<file path="src/rtl/ssr_defs.svh">
`ifndef SSR_DEFS_SVH
`define SSR_DEFS_SVH

// ==========================================================
// Source selector codes
`define SSR_SEL_KEYPAD      3'h0
`define SSR_SEL_INTERNAL    3'h1
`define SSR_SEL_AIN1        3'h2
`define SSR_SEL_AIN2        3'h3
`define SSR_SEL_PRESET      3'h4
`define SSR_SEL_COMM        3'h5
`define SSR_SEL_DEFAULT     3'h2

// ==========================================================
// Digital input function codes
`define SSR_FUNC_PURGE      5'h01
`define SSR_FUNC_ACCEL2     5'h03
`define SSR_FUNC_PRESET     5'h08
`define SSR_FUNC_MOP_UP     5'h10
`define SSR_FUNC_MOP_DN     5'h11

// ==========================================================
// Setting defaults and limits (0.01 Hz, 0.01 s, percent)
`define SSR_PURGE_DEF       16'h01F4
`define SSR_INTERNAL_DEF    16'h1770
`define SSR_PRESET0_DEF     16'h0000
`define SSR_PRESET1_DEF     16'h01F4
`define SSR_PRESET2_DEF     16'h03E8
`define SSR_PRESET3_DEF     16'h07D0
`define SSR_ACCEL2_DEF      16'h0BB8
`define SSR_TRIM_HI_DEF     16'h1770
`define SSR_FREQ_MAX        16'h7D00
`define SSR_DECEL_MIN       16'h0001
`define SSR_SCURVE_DEF      7'h14
`define SSR_SCURVE_MAX      7'h64

// ==========================================================
// Timing
`define SSR_CLK_NS          10
`define SSR_TICK_NS         10000
`define SSR_TICK_CYC        (`SSR_TICK_NS / `SSR_CLK_NS)
`define SSR_TICKS_PER_S     (1000000000 / `SSR_TICK_NS)
`define SSR_RAMP_SCALE      (`SSR_TICKS_PER_S / 100)
`define SSR_KEY_STEP_TICKS  100

`endif

</file>
<file path="src/rtl/ssr_pkg.sv">
`default_nettype none

package ssr_pkg;

	// ==========================================================
	// Scalar types
	typedef logic [15:0] ssr_freq_t;	// Frequency, 0.01 Hz units
	typedef logic [15:0] ssr_time_t;	// Ramp time, 0.01 s units

	// Fixed-frequency settings
	typedef struct packed {
		ssr_freq_t purge;
		ssr_freq_t preset3;
		ssr_freq_t preset2;
		ssr_freq_t preset1;
		ssr_freq_t preset0;
	} ssr_fixed_cfg_t;

	// Both ramp sets and the shaping amount
	typedef struct packed {
		ssr_time_t   accel1;
		ssr_time_t   decel1;
		ssr_time_t   accel2;
		ssr_time_t   decel2;
		logic [6:0]  s_pct;
	} ssr_ramp_cfg_t;

	// Ramp direction
	typedef enum logic [1:0] {RS_HOLD, RS_UP, RS_DOWN} ssr_ramp_st_t;

	// Internal frequency editing
	typedef enum logic {ED_IDLE, ED_EDIT} ssr_edit_st_t;

endpackage : ssr_pkg

`default_nettype wire

</file>
<file path="src/rtl/ssr_tick_div.sv">
`timescale 1ns/1ps
`default_nettype none

// ==========================================================
// Enable divider: one-cycle pulse every PERIOD enabled cycles
module ssr_tick_div #(
	parameter int unsigned PERIOD = 1000
) (
	input  wire logic core_clk,
	input  wire logic rst,
	input  wire logic en,
	output logic      tick
);

	localparam int unsigned CW = $clog2(PERIOD);

	// Refuse periods that cannot make a pulse train
	generate
		if (PERIOD < 2)
		begin : g_bad_period
			$error("ssr_tick_div: PERIOD must be at least 2");
		end
	endgenerate

	logic [CW-1:0] cnt_q;	// Cycles since last pulse

	// Counter wraps at PERIOD-1 and pulses on the wrap
	always_ff @(posedge core_clk or posedge rst)
	begin
		if (rst)
			cnt_q <= '0;
		else if (en)
			cnt_q <= (cnt_q == CW'(PERIOD - 1)) ? '0 : cnt_q + 1'b1;
	end

	assign tick = en && (cnt_q == CW'(PERIOD - 1));

endmodule : ssr_tick_div

`default_nettype wire

</file>
<file path="src/rtl/ssr_top.sv">
// Functional notes
// - Network local mode uses alternate selector
// - Code 0 takes keypad up/down reference
// - Codes 2/3 take analog input one/two
// - Code 4 takes preset table via inputs
// - Code 5 takes communication port reference
// - Purge input overrides every other command
// - Primary code 1 uses internal frequency
// - Program-mode keys edit live; Enter stores
// - Escape restores original value, ramped normally
// - Up/down inputs adjust internal frequency when primary code is 1
// - Two preset inputs pick one of four
// - Presets two/three use second ramp set
// - Second-ramp input overrides preset ramp choice
// - Preset zero only with selector code 4
// - Second accel: rate is max over time
// - Second decel: rate is max over time
// - S-curve adds percent time, half each end
// - Positive trim bounded by trim-high limit
`timescale 1ns/1ps
`default_nettype none
`include "ssr_defs.svh"

module ssr_top #(
	parameter int unsigned TICK_CYC = `SSR_TICK_CYC
) (
	input  wire logic                   core_clk,
	input  wire logic                   rst,
	input  wire logic                   net_control,
	input  wire logic                   net_local,
	input  wire logic [2:0]             primary_speed_ref_select,
	input  wire logic [2:0]             alt_speed_ref_select,
	input  wire logic [4:0]             digital_input_one_function,
	input  wire logic [4:0]             digital_input_two_function,
	input  wire logic [1:0]             din_pin,
	input  wire logic                   key_up_pin,
	input  wire logic                   key_down_pin,
	input  wire logic                   key_enter_pin,
	input  wire logic                   key_esc_pin,
	input  wire logic                   program_mode,
	input  wire ssr_pkg::ssr_freq_t     ain_one_freq,
	input  wire ssr_pkg::ssr_freq_t     ain_two_freq,
	input  wire ssr_pkg::ssr_freq_t     comm_freq,
	input  wire ssr_pkg::ssr_freq_t     internal_freq_setting,
	input  wire ssr_pkg::ssr_freq_t     max_freq,
	input  wire ssr_pkg::ssr_fixed_cfg_t fixed_cfg,
	input  wire ssr_pkg::ssr_ramp_cfg_t ramp_cfg,
	input  wire logic                   pid_trim_enable,
	input  wire logic signed [16:0]     pid_trim_in,
	input  wire ssr_pkg::ssr_freq_t     pid_trim_high_limit,
	output ssr_pkg::ssr_freq_t          freq_out,
	output ssr_pkg::ssr_freq_t          target_freq,
	output logic                        ramp_second_set,
	output logic                        purge_active,
	output logic                        preset_active,
	output logic                        nv_store,
	output ssr_pkg::ssr_freq_t          nv_value,
	output ssr_pkg::ssr_freq_t          internal_freq_live,
	output logic                        at_speed
);

	localparam int unsigned RAMP_SCALE = `SSR_RAMP_SCALE;

	generate
		if (TICK_CYC < 2)
		begin : g_bad_tick
			$error("ssr_top: TICK_CYC must be at least 2");
		end
	endgenerate

	// ==========================================================
	// Pin synchronisers
	logic [5:0] pin_meta_q;	// First stage, read only by second
	logic [5:0] pin_q;	// Synchronised pins
	logic [1:0] key_prev_q;	// Enter, Esc history for edges

	always_ff @(posedge core_clk or posedge rst)
	begin
		if (rst)
		begin
			pin_meta_q <= 6'h00;
			pin_q      <= 6'h00;
			key_prev_q <= 2'h0;
		end
		else
		begin
			pin_meta_q <= {key_esc_pin, key_enter_pin, key_down_pin,
				key_up_pin, din_pin};
			pin_q      <= pin_meta_q;
			key_prev_q <= pin_q[5:4];
		end
	end

	wire din1      = pin_q[0];
	wire din2      = pin_q[1];
	wire key_up    = pin_q[2];
	wire key_down  = pin_q[3];
	wire enter_hit = pin_q[4] && !key_prev_q[0];
	wire esc_hit   = pin_q[5] && !key_prev_q[1];

	// ==========================================================
	// Tick dividers: ramp tick and slower key repeat tick
	logic ramp_tick;	// Control tick for the ramp
	logic key_tick;	// Repeat rate for up/down adjustment

	ssr_tick_div #(.PERIOD(TICK_CYC)) u_ramp_tick (
		.core_clk (core_clk),
		.rst      (rst),
		.en       (1'b1),
		.tick     (ramp_tick)
	);

	ssr_tick_div #(.PERIOD(`SSR_KEY_STEP_TICKS)) u_key_tick (
		.core_clk (core_clk),
		.rst      (rst),
		.en       (ramp_tick),
		.tick     (key_tick)
	);

	// ==========================================================
	// Digital input functions
	function automatic logic fn_hit(input logic [4:0] f1,
		input logic [4:0] f2, input logic [4:0] code);
		fn_hit = (f1 == code && din1) || (f2 == code && din2);
	endfunction : fn_hit

	wire [4:0] f1 = digital_input_one_function;
	wire [4:0] f2 = digital_input_two_function;
	wire purge_in  = fn_hit(f1, f2, `SSR_FUNC_PURGE);
	wire accel2_in = fn_hit(f1, f2, `SSR_FUNC_ACCEL2);
	wire mop_up    = fn_hit(f1, f2, `SSR_FUNC_MOP_UP);
	wire mop_dn    = fn_hit(f1, f2, `SSR_FUNC_MOP_DN);
	// Preset index bit per input, only when configured as preset
	wire [1:0] preset_idx = {f2 == `SSR_FUNC_PRESET && din2,
		f1 == `SSR_FUNC_PRESET && din1};

	// ==========================================================
	// Source selection
	// Illegal selector codes fall back to the default source
	wire [2:0] sel_raw = (net_control && net_local) ?
		alt_speed_ref_select : primary_speed_ref_select;
	wire [2:0] sel = (sel_raw > `SSR_SEL_COMM) ? `SSR_SEL_DEFAULT :
		sel_raw;
	wire sel_preset   = (sel == `SSR_SEL_PRESET);
	wire prim_internal = (primary_speed_ref_select == `SSR_SEL_INTERNAL);

	// Preset zero needs the preset code; others override on their own
	wire preset_ovr = (preset_idx != 2'h0) || sel_preset;

	ssr_pkg::ssr_freq_t preset_f;	// Selected preset frequency
	ssr_pkg::ssr_freq_t keypad_q;	// Keypad up/down reference
	ssr_pkg::ssr_freq_t live_q;	// Internal frequency, live copy
	ssr_pkg::ssr_freq_t saved_q;	// Internal frequency, stored copy

	assign preset_f =
		(preset_idx == 2'h3) ? fixed_cfg.preset3 :
		(preset_idx == 2'h2) ? fixed_cfg.preset2 :
		(preset_idx == 2'h1) ? fixed_cfg.preset1 :
		fixed_cfg.preset0;

	ssr_pkg::ssr_freq_t base_f;	// Reference before trim
	assign base_f =
		(sel == `SSR_SEL_KEYPAD)   ? keypad_q :
		(sel == `SSR_SEL_INTERNAL) ? live_q :
		(sel == `SSR_SEL_AIN1)     ? ain_one_freq :
		(sel == `SSR_SEL_AIN2)     ? ain_two_freq :
		(sel == `SSR_SEL_PRESET)   ? preset_f :
		comm_freq;

	// ==========================================================
	// Trim: positive part bounded, sum kept within 0..max
	wire signed [16:0] trim_hi = $signed({1'b0, pid_trim_high_limit});
	wire signed [16:0] trim_used = !pid_trim_enable ? 17'sh00000 :
		(pid_trim_in > trim_hi) ? trim_hi : pid_trim_in;
	wire signed [17:0] trim_sum = $signed({2'b00, base_f}) +
		18'(trim_used);
	ssr_pkg::ssr_freq_t trimmed_f;
	// Negative sums floor at zero, carries past 16 bits saturate
	assign trimmed_f = trim_sum[17] ? 16'h0000 :
		trim_sum[16] ? 16'hFFFF : trim_sum[15:0];

	// Purge over preset over selected source
	ssr_pkg::ssr_freq_t cmd_raw;
	assign cmd_raw = purge_in ? fixed_cfg.purge :
		preset_ovr ? preset_f : trimmed_f;
	ssr_pkg::ssr_freq_t cmd_f;
	assign cmd_f = (cmd_raw > max_freq) ? max_freq : cmd_raw;

	// ==========================================================
	// Ramp set choice
	// The dedicated input beats the preset table's choice
	wire use_second = accel2_in ||
		(preset_ovr && !purge_in && preset_idx[1]);
	wire [15:0] accel_t = use_second ? ramp_cfg.accel2 : ramp_cfg.accel1;
	wire [15:0] decel_raw = use_second ? ramp_cfg.decel2 :
		ramp_cfg.decel1;
	// A zero deceleration time is outside the legal range
	wire [15:0] decel_t = (decel_raw < `SSR_DECEL_MIN) ? `SSR_DECEL_MIN :
		decel_raw;
	wire [6:0] s_pct = (ramp_cfg.s_pct > `SSR_SCURVE_MAX) ?
		`SSR_SCURVE_MAX : ramp_cfg.s_pct;

	// ==========================================================
	// Ramp generator
	ssr_pkg::ssr_freq_t freq_q;	// Ramp output
	ssr_pkg::ssr_freq_t target_q;	// Registered target
	ssr_pkg::ssr_freq_t start_q;	// Output where this ramp began
	ssr_pkg::ssr_ramp_st_t ramp_st;	// Direction this cycle
	logic [27:0] acc_q;	// Fractional step accumulator

	always_comb
	begin
		ramp_st = ssr_pkg::RS_HOLD;
		case (1'b1)
			(freq_q < target_q): ramp_st = ssr_pkg::RS_UP;
			(freq_q > target_q): ramp_st = ssr_pkg::RS_DOWN;
			default:             ramp_st = ssr_pkg::RS_HOLD;
		endcase
	end

	wire [15:0] rate_t = (ramp_st == ssr_pkg::RS_UP) ? accel_t :
		decel_t;
	wire [15:0] d_start = (freq_q > start_q) ? freq_q - start_q :
		start_q - freq_q;
	wire [15:0] d_end = (freq_q > target_q) ? freq_q - target_q :
		target_q - freq_q;
	// Shaped zones: S/200 of full scale at each end of the ramp
	wire [22:0] zone_prod = max_freq * s_pct;
	wire [15:0] zone = 16'(zone_prod / 23'd200);
	wire shaped = (s_pct != 7'h00) &&
		((d_start < zone) || (d_end < zone));
	// Half rate in a shaped zone, so each zone costs its own length again
	wire [27:0] thresh_base = 28'(rate_t * RAMP_SCALE);
	wire [27:0] thresh = shaped ? {thresh_base[26:0], 1'b0} :
		thresh_base;
	wire [27:0] acc_sum = acc_q + 28'(max_freq);
	wire step_now = ramp_tick && (acc_sum >= thresh);
	// Surplus is capped so a ramp faster than one step a tick cannot wrap
	wire [27:0] acc_left = (acc_sum - thresh > thresh) ? thresh :
		acc_sum - thresh;

	// One step of 0.01 Hz per tick at most; zero accel time jumps at once
	always_ff @(posedge core_clk or posedge rst)
	begin
		if (rst)
		begin
			freq_q   <= 16'h0000;
			target_q <= 16'h0000;
			start_q  <= 16'h0000;
			acc_q    <= 28'h0000000;
		end
		else
		begin
			target_q <= cmd_f;
			// A new target restarts the shaping and the fraction
			if (cmd_f != target_q)
			begin
				start_q <= freq_q;
				acc_q   <= 28'h0000000;
			end
			else if (ramp_tick)
			begin
				case (ramp_st)
					ssr_pkg::RS_UP, ssr_pkg::RS_DOWN:
					begin
						if (rate_t == 16'h0000)
							freq_q <= target_q;
						else if (step_now)
						begin
							freq_q <= (ramp_st == ssr_pkg::RS_UP) ?
								freq_q + 1'b1 : freq_q - 1'b1;
							acc_q  <= acc_left;
						end
						else
							acc_q <= acc_sum;
					end
					default:
					begin
						acc_q   <= 28'h0000000;
						start_q <= freq_q;
					end
				endcase
			end
		end
	end

	// ==========================================================
	// Keypad reference and internal frequency editing
	ssr_pkg::ssr_edit_st_t edit_q;	// Unstored edit pending
	logic loaded_q;	// Stored value fetched after reset
	logic nv_store_q;	// Store pulse
	ssr_pkg::ssr_freq_t nv_value_q;	// Value handed to storage

	wire edit_keys = program_mode && (sel == `SSR_SEL_INTERNAL);
	wire live_up = key_tick && ((edit_keys && key_up) ||
		(prim_internal && mop_up));
	wire live_dn = key_tick && ((edit_keys && key_down) ||
		(prim_internal && mop_dn));
	wire kp_up = key_tick && (sel == `SSR_SEL_KEYPAD) && key_up;
	wire kp_dn = key_tick && (sel == `SSR_SEL_KEYPAD) && key_down;

	// Keypad reference moves one unit per repeat tick
	always_ff @(posedge core_clk or posedge rst)
	begin
		if (rst)
			keypad_q <= 16'h0000;
		else if (kp_up && keypad_q < max_freq)
			keypad_q <= keypad_q + 1'b1;
		else if (kp_dn && keypad_q != 16'h0000)
			keypad_q <= keypad_q - 1'b1;
	end

	// Escape beats a key step in the same cycle
	always_ff @(posedge core_clk or posedge rst)
	begin
		if (rst)
		begin
			live_q     <= `SSR_INTERNAL_DEF;
			saved_q    <= `SSR_INTERNAL_DEF;
			loaded_q   <= 1'b0;
			edit_q     <= ssr_pkg::ED_IDLE;
			nv_store_q <= 1'b0;
			nv_value_q <= 16'h0000;
		end
		else
		begin
			nv_store_q <= 1'b0;
			if (!loaded_q)
			begin
				live_q   <= internal_freq_setting;
				saved_q  <= internal_freq_setting;
				loaded_q <= 1'b1;
			end
			else
			begin
				case (edit_q)
					ssr_pkg::ED_EDIT:
					begin
						if (esc_hit)
						begin
							live_q <= saved_q;
							edit_q <= ssr_pkg::ED_IDLE;
						end
						else if (enter_hit)
						begin
							saved_q    <= live_q;
							nv_value_q <= live_q;
							nv_store_q <= 1'b1;
							edit_q     <= ssr_pkg::ED_IDLE;
						end
					end
					default:
					begin
						if (edit_keys && (live_up || live_dn))
							edit_q <= ssr_pkg::ED_EDIT;
					end
				endcase
				if (!(edit_q == ssr_pkg::ED_EDIT && esc_hit))
				begin
					if (live_up && live_q < max_freq)
						live_q <= live_q + 1'b1;
					else if (live_dn && live_q != 16'h0000)
						live_q <= live_q - 1'b1;
				end
			end
		end
	end

	// ==========================================================
	// Outputs
	logic [2:0] flags_q;	// Registered status flags

	always_ff @(posedge core_clk or posedge rst)
	begin
		if (rst)
			flags_q <= 3'h0;
		else
			flags_q <= {use_second, purge_in, preset_ovr && !purge_in};
	end

	assign freq_out           = freq_q;
	assign target_freq        = target_q;
	assign ramp_second_set    = flags_q[2];
	assign purge_active       = flags_q[1];
	assign preset_active      = flags_q[0];
	assign nv_store           = nv_store_q;
	assign nv_value           = nv_value_q;
	assign internal_freq_live = live_q;
	assign at_speed           = (freq_q == target_q);
endmodule : ssr_top

`default_nettype wire

</file>
<file path="config.mk">
export PLATFORM = sky130hd
export DESIGN_NAME = ssr_top
export DESIGN_NICKNAME = d
export VERILOG_FILES = /design/src/rtl/ssr_pkg.sv /design/src/rtl/ssr_tick_div.sv /design/src/rtl/ssr_top.sv
export VERILOG_INCLUDE_DIRS = /design/src /design/src/rtl
export SDC_FILE = /design/constraint.sdc
export NUM_CORES = 2
export LEC_CHECK = 0
export ABC_AREA = 1
export BUFFER_PORTS_ARGS = -buffer_cell sky130_fd_sc_hd__buf_2
export CAP_MARGIN = 5
export CORE_MARGIN = 5
export CORE_UTILIZATION = 45
export DETAILED_ROUTE_END_ITERATION = 8
export GPL_TIMING_DRIVEN = 1
export SKIP_LAST_GASP = 1
export SYNTH_ARGS = -nofsm -noshare
export SYNTH_HDL_FRONTEND = slang
export SYNTH_HIERARCHICAL = 1
export SYNTH_SLANG_ARGS = --single-unit
</file>
<file path="constraint.sdc">
create_clock -name core_clk -period 14.08 [get_ports core_clk]
set_input_delay 2.816 -clock core_clk [delete_from_list [all_inputs] [get_ports core_clk]]
set_output_delay 2.816 -clock core_clk [all_outputs]
set_load 0.02 [all_outputs]
</file>
[Word-level counts from Yosys, hierarchy flattened]
Cells that the tools add are included.
Storage, ports and cells
  output and inout port bits: 69
  memories kept: 0
  register bits after elaboration: 177
  latch bits: 0
  logic and storage cells: 203
  memory bits (read-only): 0
  bits in writable memories: 0
  bits of input ports: 292
Cells by class
  shift-type cells: 0
  bitwise operators: 2
  $add $sub $neg: 15
  reductions and logical operators: 62
  multiplexer cells: 61
  equal/unequal tests: 29
  $lt $le $gt $ge: 14
  multipliers: 2
  divide/modulo/power cells: 1
Operators by type and width (count)
  16-bit 2-to-1 mux: 37
  28-bit 2-to-1 mux: 6
  16-bit less-than comparator: 5
  16-bit subtractor: 4
  16-bit by 1-bit adder with 16-bit output (second input constant): 3
  16-bit greater-than comparator: 3
  16-bit by 1-bit subtractor with 16-bit output (second input constant): 3
  1-bit logical AND: 34
  17-bit 2-to-1 mux: 2
  16-bit nonzero test: 2
  28-bit by 16-bit adder with 28-bit output: 1
  28-bit by 27-bit >= comparator with 1-bit output: 1
  28-bit by 27-bit greater-than comparator with 1-bit output: 1
  28-bit by 27-bit subtractor with 28-bit output: 1
  27-bit 2-to-1 mux: 1
  23-bit by 8-bit divider with 23-bit output (second input constant): 1
  16-bit by 7-bit multiplier with 23-bit output: 1
  16-bit by 7-bit multiplier with 23-bit output (second input constant): 1
  5-bit equality test (second input constant): 4
  17-bit by 17-bit adder with 18-bit output: 1
  17-bit greater-than comparator: 1
  16-bit equality test: 1
  16-bit zero test: 1
  16-bit by 1-bit less-than comparator with 1-bit output (second input constant): 1
  other kinds (32): 70

[Depth between registers and ports, before layout]
  word-level depth: 23
  gate-level depth with buffers: 157
  mapped depth without buffers: 155

[Hierarchy]
Netlist, hierarchy kept.
Modules (own cells, without submodules)
  ssr_top: sequential area each 4021.4 µm², area each 28396.0 µm², instances 1, cells each 4231
  ssr_tick_div (u_ramp_tick): sequential area each 250.2 µm², area each 563.0 µm², instances 1, cells each 75
  ssr_tick_div (u_key_tick): sequential area each 175.2 µm², area each 422.9 µm², instances 1, cells each 53

[Least setup slack after synthesis]
OpenSTA, ideal clock, no wires.
  kind: input to register
  start point: input ramp_cfg[6] (netlist bit)
  end point: register acc_q[18]
  arrival time: 18465 ps
  data required time: 13964 ps
  setup time: 116 ps
  path buffers: 5
  slack: -4501 ps
  cell stages on the path: 126
  cells stage by stage: clkbuf_1 > and3_1 > clkbuf_1 > nor2_1 > clkbuf_1 > nand2_1 > fa_1 > inv_1 > fa_1 > fa_1 > inv_1 > fa_1 > inv_1 > ha_1 > nand2_1 > inv_2 > nand3_1 > nor2_1 > (+90 left out) > a21oi_1 > o21ai_0 > a221o_1 > a221o_1 > nand3_1 > nand2_1 > xor2_1 > ha_1 > nand4_1 > nor2_1 > nand3_1 > nor4_1 > nand3_4 > buf_2 > nand3_1 > nand3_1 > nand2_1 > nand2_1
Between the ends
  word-level cells in the longest chain between the ends: 16
  elaborated cells between the ends (all ways): 20
  those cells by class: 1 x add/sub; 1 x mul; 1 x div; 5 x order compare; 8 x mux; 4 x reduce/logical
Ends and longest elaborated chain
  start, declared: RTL line ssr_top.sv:47  | input wire ssr_pkg::ssr_ramp_cfg_t ramp_cfg,
  7-bit greater-than comparator (no line)
  7-bit 2-to-1 mux *: RTL line ssr_top.sv:200  | wire [6:0] s_pct = (ramp_cfg.s_pct > `SSR_SCURVE_MAX) ?
  16-bit by 7-bit multiplier with 23-bit output: RTL line ssr_top.sv:228  | wire [22:0] zone_prod = max_freq * s_pct;
  23-bit by 8-bit divider with 23-bit output: RTL line ssr_top.sv:229  | wire [15:0] zone = 16'(zone_prod / 23'd200);
  16-bit less-than comparator: RTL line ssr_top.sv:231  | ((d_start < zone) || (d_end < zone));
  1-bit logical OR: RTL line ssr_top.sv:231
  1-bit logical AND *: RTL line ssr_top.sv:230  | wire shaped = (s_pct != 7'h00) &&
  27-bit 2-to-1 mux *: RTL line ssr_top.sv:234  | wire [27:0] thresh = shaped ? {thresh_base[26:0], 1'b0} :
  28-bit by 27-bit subtractor with 28-bit output: RTL line ssr_top.sv:239, ssr_top.sv:240
  28-bit by 27-bit greater-than comparator with 1-bit output: RTL line ssr_top.sv:239  | wire [27:0] acc_left = (acc_sum - thresh > thresh) ? thresh :
  28-bit 2-to-1 mux: RTL line ssr_top.sv:239
  28-bit 2-to-1 mux *: RTL line ssr_top.sv:268  | else if (step_now)
  28-bit 2-to-1 mux *: RTL line ssr_top.sv:266  | if (rate_t == 16'h0000)
  28-bit 2-to-1 mux *: RTL line ssr_top.sv:263  | case (ramp_st)
  28-bit 2-to-1 mux *: RTL line ssr_top.sv:261  | else if (ramp_tick)
  28-bit 2-to-1 mux *: RTL line ssr_top.sv:256  | if (cmd_f != target_q)
  end signal, assigned: RTL line ssr_top.sv:272  | acc_q <= acc_left;
  end signal, assigned: RTL line ssr_top.sv:275  | acc_q <= acc_sum;
  end, declared: RTL line ssr_top.sv:209  | logic [27:0] acc_q;
Mark *: on every way between the ends. The rest lies on a longest branch, timed or not. The select of a mux whose other input is x is not followed.
A chain may end at the register's enable or synchronous reset.

[Final worst setup path]
  start point: input ramp_cfg[3] (netlist bit)
  end point: register acc_q[4]
The elaborated chain is that of the path after synthesis.

==> out/results.ini <==
[global_route]
antenna_found_initial=14
grt_max_degree=87
overflow=0
grt_pass1_wl_um=159600
grt_pass1_vias=30064
track_usage_pct=27.93

[floorplan]
dieArea_um2=70500
coreArea_um2=64580
die_w_um=265.5
initial_core_util_pct=45.50
die_h_um=265.5
io_pins=361
rows=93

[synth]
synth_edf_count=0
synth_ff_type=dfrtp_1
ys_async_sr_fraction_pct=100.0
synth_cell_types=73
synth-seq-cells=177
seq_area_frac_synth_pct=15.13
avgSynthCellArea_um2=6.741
synthCells=4359
synth.cell_area_um2=29380
synthTopCellsByArea=ha_1, dfrtp_1, nand2_1
yosysTopAreaCellShare_pct=15.67
synth_top_cell_by_area=ha_1
synth_warnings=6

[run_status]
violations=negative setup slack
status=finished with violations

[sta]
max_slew_margin_pct=26.62
tightest_slew_ps=1089
finalCritPeriodShare_pct=130.6
skew_ps=26.47
setup_ws_ps=-4309
finalSetupViolCount=43
timing.fmax_mhz=54.38
period_needed_ps=18390
final_hold_viol_count=0
rsz0062_at_grt=yes
slew_violations=0

[worst_setup_path]
path_max_fanout=7
endpoint_kind=flop
reg2reg_to=acc_q[4]$_DFFE_PP0P_
cp.arrival_ps=18810
r2r_setup_slack_ps=2690
required_ps=14500
r2r_start=freq_out[0]$_DFFE_PP0P_
crit_slowest_cell=fa_1
crit_type=in2reg
worstRegToRegCells=55
startpoint_type=input port
critPathMaxStageDelay_ps=510
cpMostUsedCell=nand2_4

[worst_hold_path]
hold_start=pin_meta_q[1]$_DFF_PP0_
whs_path_depth=0
hold_end=pin_q[1]$_DFF_PP0_
min_path_type=reg2reg

[finish]
multiInputGateArea_um2=23620
area_growth_pct=29.45
regArea_um2=4447
drive_gt1_share_pct=25.87
fin_nets=5877
design_area_um2=38030
fill_cells=6194

[cts]
clkLatencyLatePin_ps=490
clkSinkCount=177
numCtsBuffers=17
postCtsHoldBufs=0
path_clk_slew_ps=70
clockRootBuffer=clkbuf_16
cts_tree=done
h-tree-depth=4
clock_path_buffers=2

[place]
dpl_cell_area_um2=35610
port_buffers=360
gp_congestion=0.9651
dp_hpwl_um=84550

[drt]
ant_nets=0
post_drt_via_cell_ratio=5.237
drc=0
vias=31212
firstDrtPassIters=6
wl_per_cell_um=17.25
drt-initial-drc-count=2121
drt-total-wl_um=102800

[job]
maxCapViolations=0

how the worst max path moves through the flow:
| stage | from | to | slack (ps) | depth (start not counted) |
|---|---|---|---|---|
| 3_5_place_dp | ramp_cfg[0] | acc_q[26]$_DFFE_PP0P_ | -4750 | 136 |
| 2_1_floorplan | ramp_cfg[6] | acc_q[19]$_DFFE_PP0P_ | -3530 | 132 |
| 5_1_grt | ramp_cfg[3] | acc_q[4]$_DFFE_PP0P_ | -5350 | 151 |
| 4_1_cts | ramp_cfg[0] | acc_q[2]$_DFFE_PP0P_ | -3830 | 143 |
| 3_3_place_gp | ramp_cfg[0] | acc_q[21]$_DFFE_PP0P_ | -4450 | 133 |
| 6_report | ramp_cfg[3] | acc_q[4]$_DFFE_PP0P_ | -4310 | 142 |
cell usage after synthesis (all sizes together) (15+ instances only):
library cell and count:
xnor2 38, fa 132, clkbuf 99, dfrtp 163, a21oi 302, mux2i 18, nor2 311, nor4 15
nand3 267, o211ai 46, nand2 1051, o21bai 26, a31oi 18, inv 732, o221ai 21, ha 368
xor2 139, nand4 53, o21ai 373, nor3 28, buf 16
flip-flops by register name (all words and copies together) (netlist names):
register,cells
acc_q,28
edit_q,1
flags_q,3
freq_out,16
internal_freq_live,16
key_prev_q,2
keypad_q,16
loaded_q,1
nv_store,1
nv_value,16
pin_meta_q,6
pin_q,6
saved_q,16
start_q,16
target_freq,16
u_key_tick/cnt_q,7
u_ramp_tick/cnt_q,10
per-layer routing:
| layer | part of all wire (%) | GRT usage [%] | vias to the layer above |
|---|---|---|---|
| met3 | 5.1 | 2.923 | 141 |
| met1 | 43 | 36.68 | 14511 |
| li1 | - | - | 15661 |
| met5 | 0.0078 | 0 | - |
| met2 | 49 | 48.67 | 897 |
| met4 | 3.2 | 8.503 | 2 |
area by class of cell:
| class | instances | area share, % |
|---|---|---|
| diodes | 7 | 0.04606 |
| repair buffers | 812 | 14.32 |
| well taps | 855 | 2.813 |
| clock buffers | 20 | 1.201 |
| flip-flops and latches | 177 | 11.69 |
| multi-input cells | 3335 | 62.10 |
| inverters | 742 | 7.464 |
| clock inverters | 12 | 0.3652 |
layout by cell type (no fill, tap or decap), drive strengths merged, types with 46 or more instances in the layout:
master,instances
ha,368
o21ai,373
a21oi,302
nand4,53
fa,132
buf,810
nand2,1056
o211ai,46
nor2,312
inv,741
nand3,267
dfrtp,163
xor2,139
what timing repair did:
item                       in CTS  in global routing
pin swaps                      42                104
gates resized for setup       121                176
buffers inserted               26                 34
setup endpoints to repair      43                 43
cloned                          6                  3
cells by family after synthesis:
logic type	count (synthesis)	share of synthesized area [%]
buffers and inverters	859	11.22
AO/OA/AOI/OAI	859	16.39
XOR/XNOR	177	5.276
adder cells (fa/ha/maj)	500	24.66
multiplexers	26	0.9198
flip-flops	177	15.13
other	1	0.01276
AND/OR/NAND/NOR	1760	26.38
per-stage QoR:
step / std cells / util [%] / hold WS (ps) / worst slack, ps / setup TNS [ps]
after global routing: 5959 / 58.89 / 357.9 / -5354 / -211230
after floorplan: 4365 / - / 331.2 / -3532 / -134030
after CTS: 5916 / 57.17 / 351.8 / -3834 / -151760
after global placement: 5852 / 55.14 / 331.7 / -4449 / -179760
final: 5960 / 58.89 / 351.6 / -4309 / -167040
after detailed placement: 5852 / 55.14 / 335.8 / -4753 / -193010
critical path, delay by kind of cell:
kind,cells,cell delay [ps]
adders and majority gates,7,2720
and+or+nand+nor,100,8750
buffers and inverters,17,1380
AOI/OAI and AO/OA,17,2860
xor gates and xnor gates,1,160
Power is not shown: default switching activity piles up to over one toggle a cycle in this logic, so the estimate is an artifact.
